<file path="config.mk">
export PLATFORM = sky130hd
export DESIGN_NAME = acps_top
export DESIGN_NICKNAME = d
export VERILOG_FILES = /design/src/core/acps_top.v
export VERILOG_INCLUDE_DIRS = /design/src /design/src/core
export SDC_FILE = /design/constraint.sdc
export NUM_CORES = 2
export LEC_CHECK = 0
export BUFFER_PORTS_ARGS = -buffer_cell sky130_fd_sc_hd__buf_4
export CAP_MARGIN = 20
export CORE_MARGIN = 4
export CORE_UTILIZATION = 35
export CTS_CLUSTER_DIAMETER = 40
export DETAILED_ROUTE_END_ITERATION = 8
export GPL_TIMING_DRIVEN = 0
export PLACE_DENSITY = 0.66
export REMOVE_ABC_BUFFERS = 1
export SLEW_MARGIN = 15
export SYNTH_ARGS = -nofsm -noshare
export SYNTH_HDL_FRONTEND = slang
export SYNTH_SLANG_ARGS = --single-unit
</file>
<file path="constraint.sdc">
create_clock -name clk_sys -period 4.1 [get_ports clk_sys]
set_input_delay 0.41 -clock clk_sys [delete_from_list [all_inputs] [get_ports clk_sys]]
set_output_delay 0.41 -clock clk_sys [all_outputs]
set_load 0.05 [all_outputs]
</file>
<file path="src/core/acps_defs.vh">
// register map, field positions, reset values and timing for the action scheduler
`ifndef ACPS_DEFS_VH
`define ACPS_DEFS_VH

`define ACPS_AW            12
`define ACPS_OFF_CTRL      12'h000
`define ACPS_OFF_STATUS    12'h004
`define ACPS_OFF_DEV_KEY   12'h008
`define ACPS_OFF_GRP_ID    12'h00C
`define ACPS_OFF_GRP_MASK  12'h010
`define ACPS_OFF_SLOT      12'h014
`define ACPS_OFF_QCAP      12'h018
`define ACPS_OFF_CAP_LO    12'h01C
`define ACPS_OFF_CAP_HI    12'h020
`define ACPS_OFF_DELAY     12'h024
`define ACPS_OFF_TIME_LO   12'h028
`define ACPS_OFF_TIME_HI   12'h02C

`define ACPS_CTRL_PTP_EN   0
`define ACPS_CTRL_CLR      1
`define ACPS_CTRL_CAP      2
`define ACPS_CTRL_RESTART  3
`define ACPS_CTRL_OPEN     4
`define ACPS_CTRL_CLOSE    5

`define ACPS_ST_SYNCED     0
`define ACPS_ST_MASTER     1
`define ACPS_ST_BULK       2
`define ACPS_ST_DROP       3
`define ACPS_ST_QCNT       8

`define ACPS_RST_DEV_KEY   32'h00000000
`define ACPS_RST_GRP_ID    32'h00000000
`define ACPS_RST_GRP_MASK  32'h00000000
`define ACPS_SLOT_INDEX    32'h00000000

`define ACPS_CLK_NS        10
`define ACPS_SYNC_MS       1000
`define ACPS_SYNC_CYCLES   (`ACPS_SYNC_MS * 1000000 / `ACPS_CLK_NS)

`endif

</file>
<file path="src/core/acps_top.v">
// action command filter, scheduled exposure queue and ptp time slave
//
// Added by the designer: the APB interface to the registers and the register addresses.
`include "acps_defs.vh"

module acps_top #(
    parameter TW            = 64,
    parameter QDEPTH        = 4,
    parameter QAW           = 2,
    parameter SYNC_INTERVAL = `ACPS_SYNC_CYCLES,
    parameter LOCAL_QUALITY = 8'h80,
    parameter LOCAL_MAC     = 48'h02000000000A  // arbitrary value
) (
    input  wire                clk_sys,
    input  wire                arst_n,
    input  wire                clk_en,
    input  wire                psel,
    input  wire                penable,
    input  wire                pwrite,
    input  wire [`ACPS_AW-1:0] paddr,
    input  wire [31:0]         pwdata,
    output reg  [31:0]         prdata,
    output reg                 pready,
    output reg                 pslverr,
    input  wire                cmd_valid,
    input  wire [31:0]         cmd_device_key,
    input  wire [31:0]         cmd_group_id,
    input  wire [31:0]         cmd_group_bitmask,
    input  wire                cmd_has_time,
    input  wire [TW-1:0]       cmd_time,
    input  wire                ann_valid,
    input  wire [7:0]          ann_quality,
    input  wire [47:0]         ann_mac,
    input  wire                ts_valid,
    input  wire [TW-1:0]       ts_t1,
    input  wire [TW-1:0]       ts_t2,
    input  wire [TW-1:0]       ts_t3,
    input  wire [TW-1:0]       ts_t4,
    output reg                 sync_request,
    output reg                 exposure_start,
    output reg                 ptp_synced
);

    localparam [TW-1:0] TICK = `ACPS_CLK_NS;
    wire       [31:0]   qd32 = QDEPTH;
    wire       [QAW:0]  qfull = qd32[QAW:0];

    // apb strobes
    wire acc   = psel & penable & pready;
    wire wr    = acc & pwrite;
    wire wctrl = wr & (paddr == `ACPS_OFF_CTRL);
    wire cmd_clr   = wctrl & pwdata[`ACPS_CTRL_CLR];
    wire cmd_cap   = wctrl & pwdata[`ACPS_CTRL_CAP];
    wire cmd_rst   = wctrl & pwdata[`ACPS_CTRL_RESTART];
    wire cmd_open  = wctrl & pwdata[`ACPS_CTRL_OPEN];
    wire cmd_close = wctrl & pwdata[`ACPS_CTRL_CLOSE];

    reg          restart;
    reg          ptp_sync_enable;
    reg          bulk_active;
    reg [31:0]   camera_target_key;
    reg [31:0]   stage_group_id;
    reg [31:0]   stage_group_bitmask;
    reg [31:0]   command_group_id;
    reg [31:0]   command_group_bitmask;
    reg [TW-1:0] time_now;
    reg [TW-1:0] captured_time_value;
    reg [TW-1:0] path_delay;
    reg [TW-1:0] offset;
    reg [TW-1:0] diff_ms;
    reg [TW-1:0] diff_sm;
    reg          s1_valid;
    reg          corr_valid;
    reg [7:0]    best_quality;
    reg [47:0]   best_mac;
    reg [31:0]   interval_cnt;
    reg          drop_seen;

    // queue storage
    reg [TW-1:0] q_time [0:QDEPTH-1];
    reg [QAW-1:0] wr_ptr;
    reg [QAW-1:0] rd_ptr;
    reg [QAW:0]   q_cnt;

    wire is_master = (best_mac == LOCAL_MAC);

    // command filter
    wire key_ok  = (cmd_device_key == camera_target_key);
    wire grp_ok  = (cmd_group_id == command_group_id);
    wire mask_ok = |(cmd_group_bitmask & command_group_bitmask);
    wire accept  = cmd_valid & ptp_synced & key_ok & grp_ok & mask_ok;
    wire q_full  = (q_cnt == qfull);
    wire push    = accept & cmd_has_time & ~q_full;
    wire drop    = accept & cmd_has_time & q_full;
    wire pop     = (q_cnt != {(QAW+1){1'b0}}) & (time_now >= q_time[rd_ptr]);

    // delay and offset arithmetic
    wire [TW:0] sum_d = {diff_ms[TW-1], diff_ms} + {diff_sm[TW-1], diff_sm};
    wire [TW:0] dif_o = {diff_ms[TW-1], diff_ms} - {diff_sm[TW-1], diff_sm};

    // announce comparison
    wire better = (ann_quality < best_quality) |
                  ((ann_quality == best_quality) & (ann_mac < best_mac));

    // apb handshake, one wait state
    always @(posedge clk_sys or negedge arst_n) begin
        if (!arst_n) begin
            pready <= 1'b0;
        end else if (clk_en) begin
            pready <= psel & penable & ~pready;
        end
    end

    reg [31:0] rd_mux;
    reg        rd_err;
    always @* begin
        rd_mux = 32'h00000000;
        rd_err = 1'b0;
        case (paddr)
            `ACPS_OFF_CTRL:     rd_mux = {31'h00000000, ptp_sync_enable};
            `ACPS_OFF_STATUS: begin
                rd_mux[`ACPS_ST_SYNCED] = ptp_synced;
                rd_mux[`ACPS_ST_MASTER] = is_master;
                rd_mux[`ACPS_ST_BULK]   = bulk_active;
                rd_mux[`ACPS_ST_DROP]   = drop_seen;
                rd_mux[`ACPS_ST_QCNT+QAW:`ACPS_ST_QCNT] = q_cnt;
            end
            `ACPS_OFF_DEV_KEY:  rd_mux = camera_target_key;
            `ACPS_OFF_GRP_ID:   rd_mux = stage_group_id;
            `ACPS_OFF_GRP_MASK: rd_mux = stage_group_bitmask;
            `ACPS_OFF_SLOT:     rd_mux = `ACPS_SLOT_INDEX;
            `ACPS_OFF_QCAP:     rd_mux = qd32;
            `ACPS_OFF_CAP_LO:   rd_mux = captured_time_value[31:0];
            `ACPS_OFF_CAP_HI:   rd_mux = captured_time_value[TW-1:32];
            `ACPS_OFF_DELAY:    rd_mux = path_delay[31:0];
            `ACPS_OFF_TIME_LO:  rd_mux = time_now[31:0];
            `ACPS_OFF_TIME_HI:  rd_mux = time_now[TW-1:32];
            default:            rd_err = 1'b1;
        endcase
    end

    always @(posedge clk_sys or negedge arst_n) begin
        if (!arst_n) begin
            prdata  <= 32'h00000000;
            pslverr <= 1'b0;
        end else if (clk_en) begin
            if (psel & penable & ~pready) begin
                prdata  <= pwrite ? 32'h00000000 : rd_mux;
                pslverr <= rd_err;
            end else begin
                prdata  <= 32'h00000000;
                pslverr <= 1'b0;
            end
        end
    end

    // device restart pulse
    always @(posedge clk_sys or negedge arst_n) begin
        if (!arst_n) begin
            restart <= 1'b0;
        end else if (clk_en) begin
            restart <= cmd_rst & ~restart;
        end
    end

    // configuration registers
    always @(posedge clk_sys or negedge arst_n) begin
        if (!arst_n) begin
            ptp_sync_enable       <= 1'b0;
            bulk_active           <= 1'b0;
            camera_target_key     <= `ACPS_RST_DEV_KEY;
            stage_group_id        <= `ACPS_RST_GRP_ID;
            stage_group_bitmask   <= `ACPS_RST_GRP_MASK;
            command_group_id      <= `ACPS_RST_GRP_ID;
            command_group_bitmask <= `ACPS_RST_GRP_MASK;
            captured_time_value   <= {TW{1'b0}};
        end else if (clk_en) begin
            if (restart) begin
                ptp_sync_enable       <= 1'b0;
                bulk_active           <= 1'b0;
                camera_target_key     <= `ACPS_RST_DEV_KEY;
                stage_group_id        <= `ACPS_RST_GRP_ID;
                stage_group_bitmask   <= `ACPS_RST_GRP_MASK;
                command_group_id      <= `ACPS_RST_GRP_ID;
                command_group_bitmask <= `ACPS_RST_GRP_MASK;
                captured_time_value   <= {TW{1'b0}};
            end else begin
                if (wctrl) begin
                    ptp_sync_enable <= pwdata[`ACPS_CTRL_PTP_EN];
                end
                if (cmd_open) begin
                    bulk_active <= 1'b1;
                end else if (cmd_close) begin
                    bulk_active <= 1'b0;
                end
                if (wr & (paddr == `ACPS_OFF_DEV_KEY)) begin
                    camera_target_key <= pwdata;
                end
                if (wr & (paddr == `ACPS_OFF_GRP_ID)) begin
                    stage_group_id <= pwdata;
                end
                if (wr & (paddr == `ACPS_OFF_GRP_MASK)) begin
                    stage_group_bitmask <= pwdata;
                end
                if (~bulk_active) begin
                    command_group_id      <= stage_group_id;
                    command_group_bitmask <= stage_group_bitmask;
                end
                if (cmd_cap) begin
                    captured_time_value <= time_now;
                end
            end
        end
    end

    // best master selection
    always @(posedge clk_sys or negedge arst_n) begin
        if (!arst_n) begin
            best_quality <= LOCAL_QUALITY;
            best_mac     <= LOCAL_MAC;
        end else if (clk_en) begin
            if (restart | ~ptp_sync_enable) begin
                best_quality <= LOCAL_QUALITY;
                best_mac     <= LOCAL_MAC;
            end else if (ann_valid & better) begin
                best_quality <= ann_quality;
                best_mac     <= ann_mac;
            end
        end
    end

    // delay request interval
    always @(posedge clk_sys or negedge arst_n) begin
        if (!arst_n) begin
            interval_cnt <= 32'h00000000;
            sync_request <= 1'b0;
        end else if (clk_en) begin
            if (restart | ~ptp_sync_enable | is_master) begin
                interval_cnt <= 32'h00000000;
                sync_request <= 1'b0;
            end else if (interval_cnt == 32'h00000000) begin
                interval_cnt <= SYNC_INTERVAL - 1;
                sync_request <= 1'b1;
            end else begin
                interval_cnt <= interval_cnt - 32'h00000001;
                sync_request <= 1'b0;
            end
        end
    end

    // timestamp exchange, two stages
    always @(posedge clk_sys or negedge arst_n) begin
        if (!arst_n) begin
            diff_ms    <= {TW{1'b0}};
            diff_sm    <= {TW{1'b0}};
            s1_valid   <= 1'b0;
            path_delay <= {TW{1'b0}};
            offset     <= {TW{1'b0}};
            corr_valid <= 1'b0;
        end else if (clk_en) begin
            if (restart) begin
                s1_valid   <= 1'b0;
                corr_valid <= 1'b0;
                path_delay <= {TW{1'b0}};
                offset     <= {TW{1'b0}};
            end else begin
                s1_valid <= ts_valid & ptp_sync_enable & ~is_master;
                if (ts_valid) begin
                    diff_ms <= ts_t2 - ts_t1;
                    diff_sm <= ts_t4 - ts_t3;
                end
                corr_valid <= s1_valid & ptp_sync_enable & ~is_master;
                if (s1_valid) begin
                    path_delay <= sum_d[TW:1];
                    offset     <= dif_o[TW:1];
                end
            end
        end
    end

    // local time counter in ns
    always @(posedge clk_sys or negedge arst_n) begin
        if (!arst_n) begin
            time_now <= {TW{1'b0}};
        end else if (clk_en) begin
            if (restart | cmd_clr) begin
                time_now <= {TW{1'b0}};
            end else if (corr_valid) begin
                time_now <= time_now - offset + TICK;
            end else begin
                time_now <= time_now + TICK;
            end
        end
    end

    // sync state
    always @(posedge clk_sys or negedge arst_n) begin
        if (!arst_n) begin
            ptp_synced <= 1'b0;
        end else if (clk_en) begin
            if (restart | ~ptp_sync_enable) begin
                ptp_synced <= 1'b0;
            end else if (ann_valid & better) begin
                ptp_synced <= 1'b0;
            end else if (is_master | corr_valid) begin
                ptp_synced <= 1'b1;
            end
        end
    end

    // scheduled queue pointers
    always @(posedge clk_sys or negedge arst_n) begin
        if (!arst_n) begin
            wr_ptr    <= {QAW{1'b0}};
            rd_ptr    <= {QAW{1'b0}};
            q_cnt     <= {(QAW+1){1'b0}};
            drop_seen <= 1'b0;
        end else if (clk_en) begin
            if (restart) begin
                wr_ptr    <= {QAW{1'b0}};
                rd_ptr    <= {QAW{1'b0}};
                q_cnt     <= {(QAW+1){1'b0}};
                drop_seen <= 1'b0;
            end else begin
                if (push) begin
                    wr_ptr <= wr_ptr + 1'b1;
                end
                if (pop) begin
                    rd_ptr <= rd_ptr + 1'b1;
                end
                if (push & ~pop) begin
                    q_cnt <= q_cnt + 1'b1;
                end else if (pop & ~push) begin
                    q_cnt <= q_cnt - 1'b1;
                end
                if (drop) begin
                    drop_seen <= 1'b1;
                end else if (wctrl & pwdata[`ACPS_CTRL_CLR]) begin
                    drop_seen <= 1'b0;
                end
            end
        end
    end

    always @(posedge clk_sys) begin
        if (clk_en & push) begin
            q_time[wr_ptr] <= cmd_time;
        end
    end

    // exposure start pulse
    always @(posedge clk_sys or negedge arst_n) begin
        if (!arst_n) begin
            exposure_start <= 1'b0;
        end else if (clk_en) begin
            if (restart) begin
                exposure_start <= 1'b0;
            end else begin
                exposure_start <= (accept & ~cmd_has_time) | pop;
            end
        end
    end

endmodule // acps_top

</file>
# Word level (Yosys, flattened, before mapping)
# Memories as Yosys holds them, arrays and structs flattened.
# Cells that the tools add are included.
# word_totals
regBits	650
in_bits	526
word_cells	199
ramBits	256
out_inout_bits	37
mem_count	1
# memory_table
memory	depth	word_bits	rd	rd_clocked_by_memory_dff	write_ports	line	rtl
q_time	4	64	1	0	1	acps_top.v:80	reg [TW-1:0] q_time [0:QDEPTH-1];
# op_classes
n_lt_le_gt_ge	3
eq_ne	17
n_mux	57
bitwise	47
n_reduce_logical	33
add_sub_neg	12
# ops
op	count
32-bit two-way mux	16
64-bit two-way mux	6
64-bit subtractor	3
21-bit case mux with 8 select lines	1
64-bit by 4-bit adder with 64-bit output (second input constant)	2
48-bit two-way mux	2
64-bit by 64-bit subtractor with 65-bit output	1
32-bit equality test	2
64-bit greater-or-equal comparator	1
12-bit by 5-bit equality test with 1-bit output (second input constant)	4
12-bit by 6-bit equality test with 1-bit output (second input constant)	4
48-bit by 42-bit equality test with 1-bit output (second input constant)	1
48-bit < comparator	1
4-bit case mux with 11 select lines	1
33-bit adder	1
1-bit AND	32
32-bit AND	1
32-bit logical NOT	1
4-bit case mux with 8 select lines	1
32-bit OR reduction	1
32-bit by 1-bit subtractor with 32-bit output (second input constant)	1
2-bit AND reduction	14
3-bit case mux with 9 select lines	1
12-bit by 4-bit equality test with 1-bit output (second input constant)	2
19 further kinds	69

# Depth between registers and ports, before layout
# depth
word_depth	11
mapped_depth	19
depth_no_buf	16

# Worst setup path before layout
# No wires, ideal clock.
# synth_path
kind	register -> register
startpoint	register rd_ptr[0]
endpoint	register q_cnt[2]
path_stages_with_launch	20
period_less_slack_ps	4377
t_required_ps	3981
t_arrival_ps	4258
path_slack_ps	-277
path_cell_list	dfrtp_1 > clkbuf_1 > clkbuf_1 > buf_1 > mux4_2 > inv_1 > ha_1 > a21oi_1 > nor2b_1 > o211ai_1 > a21oi_1 > o21ai_0 > a21o_1 > a31oi_1 > o2bb2ai_1 > nor2_1 > fa_1 > nor3_1 > o31ai_1 > a21bo_2
# synth_via
elab_chain_len	7
word_cells_on_any_way	10
cone_classes	order compare: 1; mux: 2; bitwise: 4; reduce/logical: 2; memory: 1
# synth_rtl
item	line	rtl
start: declaration	acps_top.v:82	reg [QAW-1:0] rd_ptr;
start signal: assignment	acps_top.v:315	rd_ptr <= {QAW{1'b0}};
start signal: assignment	acps_top.v:321	rd_ptr <= {QAW{1'b0}};
start signal: assignment	acps_top.v:329	rd_ptr <= rd_ptr + 1'b1;
memory 4 x 64 bit (*)	--	
64-bit greater-or-equal comparator (*)	acps_top.v:95	wire pop = (q_cnt != {(QAW+1){1'b0}}) & (time_now >= q_time[rd_ptr]);
1-bit AND (*)	acps_top.v:95	
1-bit NOT	acps_top.v:331	if (push & ~pop) begin
1-bit AND	acps_top.v:331	
3-bit nonzero test (no line) or 3-bit two-way mux (tied branches)	--	
2-bit AND reduction (no line) or 3-bit two-way mux (tied branches)	--	
end signal: assignment	acps_top.v:322	q_cnt <= {(QAW+1){1'b0}};
end signal: assignment	acps_top.v:332	q_cnt <= q_cnt + 1'b1;
end signal: assignment	acps_top.v:334	q_cnt <= q_cnt - 1'b1;
end: declaration	acps_top.v:83	reg [QAW:0] q_cnt;
# Mark *: on every way between the ends. The rest lies on a longest branch, timed or not.
# A chain may end at the register's enable or synchronous reset.

# Final worst setup path
# Ends and elaborated chain as after synthesis.

==> metrics.md <==
| Metric | Value |
|---|---|
| Final GP Congestion | `0.9365` |
| Placed wire-length estimate | `156,500 um` |
| Critical Path Source Type | `flop` |
| DIE HEIGHT | `415.2 um` |
| # IOs | `563` |
| Top FF cell, synth | `dfrtp_1` |
| Worst-Skew Late Latency | `0.79 ns` |
| Maximum VDD drop | `501.8 uV` |
| Final Skew | `0.04895 ns` |
| Power density cells | `510.3 nW/um^2` |
| Mapped Area | `58,040 sq um` |
| First-pass DRT Iterations | `7` |
| Initial DRC Count | `5,332` |
| Core Footprint | `164,800 sq um` |
| Net count, final | `7,714` |
| Root Buffer | `clkbuf_16` |
| Setup violations, final | `0` |
| Top cells by area, synth | `dfrtp_1 28%, edfxtp_1 13%, ha_1 10%, a22o_1 4.8%, o21ai_0 4.0%` |
| DRT antenna net count | `0` |
| Worst-path maximum fanout | `10` |
| Vias in the first global route | `50,268` |
| Via density | `5.667` |
| Post-synth top area cell | `dfrtp_1` |
| Crit Path Class | `flop to flop` |
| Die Area | `172,400 sq um` |
| Max cap viols | `0` |
| Yosys cell types | `109` |
| First-pass GRT wire length | `309,900 um` |
| Status | `finished clean` |
| Total routed wirelength | `206,400 um` |
| Placed cells | `8,539` |
| Async SR Flop Fraction | `71.74%` |
| Max Buffers Root-to-Sink | `3` |
| Layout cells sized above 1 | `17.10%` |
| Area growth, synth to finish | `25.54%` |
| Min Tclk post-route | `4.041 ns` |
| Synth Warn # | `0` |
| Final worst setup slack | `0.05858 ns` |
| Max Freq | `247.4 MHz` |
| Mapped Cells | `6,056` |
| Global route overflow | `0` |
| Clock sink count | `906` |
| CTS H-Tree Depth | `4` |
| Final Hold Viols | `0` |
| Buffers added on ports | `562` |
| Num CTS Buffers | `142` |
| Cell count of the worst reg-to-reg path | `18` |
| Vias post-DR | `51,113` |
| EDFF count, synth | `256` |
| Leakage | `32.90 nW` |
| Syn_area_per_cell | `9.583 sq um` |
| Rows | `149` |
| Worst Path Required | `4.78 ns` |
| Worst Path Arrival | `4.72 ns` |
| Top cell type's share of synthesized area | `27.85%` |
| Slew Limit Fails | `0` |
| Commonest non-fill, non-tap cell in the layout | `buf_4` |
| Fin cells | `9,019` |
| DP Worst Slack | `-0.9152 ns` |
| Final Cycle Share | `98.57%` |
| CTS tree | `yes` |
| CP Capture Type | `flop` |
| Initial antenna violation count | `17` |
| RSZ-0062 raised after global routing | `yes` |
| Worst Hold Depth | `3` |
| Die X | `415.2 um` |
| Initial Utilization | `35.22%` |
| Rel. slew slack | `21.46%` |
| Commonest non-fill, non-tap cells in the layout | `615 x buf_4, 609 x dfrtp_1, 533 x nand2_1` |
| Hold WC Path Type | `input pin to flop` |
| Drt drc | `0` |
| Sequential area share after synthesis | `41.28%` |
| Clock transition at path regs | `0.05 ns` |
| Largest net degree at the start of global routing | `105` |
| Gr usage total | `23.09%` |
| Drt wl/cell | `22.88 um` |
| Synth Register Bits | `906` |
| Least-Margin Pin Slew | `1.178 ns` |
## through the flow
| stage | hold slack, ns | area [sq um] | total power, mW | util [%] | TNS [ns] |
|---|---|---|---|---|---|
| global placement | 0.4583 | 63750 | 23.16 | 38.68 | -5964.30 |
| global route | 0.04586 | 72850 | 39.07 | 44.20 | -0.1723 |
| detailed placement | 0.3965 | 65130 | 23.36 | 39.52 | -111.60 |
| finish | 0.06613 | 72860 | 37.18 | 44.21 | 0 |
| CTS | 0.01208 | 72320 | 36.90 | 43.89 | -0.1248 |
| floorplan | 0.1144 | 56790 | 19.30 | - | -346.54 |
## cells in the mapped netlist (201+ instances only)
cell type and instances:
edfxtp_1 256, a21oi_1 421, o21ai_0 466, xnor2_1 201
dfrtp_1 646, a22o_1 316, clkbuf_1 270, nor2_1 275
a21o_1 207, ha_1 471, nand2_1 536, inv_1 504
## kinds of logic (layout without fill, tap and decap cells)
group / after synthesis / in the layout / synth area share (%)
AO/OA/AOI/OAI: 1992 / 1992 / 23.39
AND/OR/NAND/NOR: 1464 / 1467 / 12.08
flip-flops: 906 / 906 / 41.28
buffers and inverters: 826 / 1592 / 5.428
adder cells (fa/ha/maj): 477 / 477 / 10.36
XOR/XNOR: 310 / 310 / 4.678
multiplexers: 81 / 81 / 2.785
other: 0 / 5 / 0
## routing by layer
layer | vias up | global-route usage [%] | part of all wire (%)
met5 | - | 0 | 0.012
met4 | 4 | 11.22 | 5.2
met3 | 439 | 5.007 | 8.4
met2 | 2282 | 36.64 | 46
met1 | 24770 | 29.91 | 41
li1 | 23618 | - | -
## area by class of cell
cell class                 instances  area (sq um)
fill                           15554         91950
multi-input combinational       4327         31500
sequential                       906         24020
timing repair buffer             827          7496
clock buffer                     167          3800
tap                             2189          2739
inverter                         507          1906
clock inverter                    91          1380
antenna                            5         12.51
## flip-flops by register name, summed over array words and instances (netlist names), 8 cells and up
name	flops
interval_cnt	32
path_delay	32
command_group_bitmask	32
offset	64
time_now	64
best_quality	8
captured_time_value	64
stage_group_id	32
best_mac	48
camera_target_key	32
diff_sm	64
diff_ms	64
command_group_id	32
q_time	256
prdata	32
stage_group_bitmask	32
## critical path: stages (launching register included)
cell and delay (ns):
dfrtp_4 0.50, buf_16 0.15, buf_16 0.15, buf_12 0.13
mux4_2 0.32, inv_1 0.07, ha_1 0.34, nand3_1 0.09
nor2_1 0.12, and4_4 0.27, nand3_2 0.12, a21o_1 0.22
a31oi_4 0.22, o2bb2ai_4 0.20, nor2_2 0.07, fa_1 0.40
and3_1 0.18, o21ai_0 0.14, a21bo_2 0.23
## worst paths after layout
kind | from | endpoint | slack (ns)
min in group asynchronous | arst_n | best_mac[2] | 0.17
worst max register to register | rd_ptr[0] | q_cnt[2] | 0.06
worst min register to register | offset[61] | offset[61] | 0.48
worst max-delay path | rd_ptr[0] | q_cnt[2] | 0.06
max in group asynchronous | arst_n | diff_ms[57] | 2.03
worst min-delay path | ann_valid | ptp_synced | 0.07
## report_power, final
group / internal [mW] / switching [mW]
Combinational: 5.44 / 7.75
Clock: 8.27 / 4.74
Sequential: 9.89 / 1.09
Total: 23.6 / 13.6
## repair_timing
item | 4_1_cts | 5_1_grt
hold buffers | 158 | 0
resized for setup | 59 | 57
pin swaps | 7 | 16
setup buffers | 15 | 37
setup endpoints to repair | 308 | 214
hold endpoints to repair | 476 | 0
cloned | 4 | 1
(Power assumes the default switching activity.)
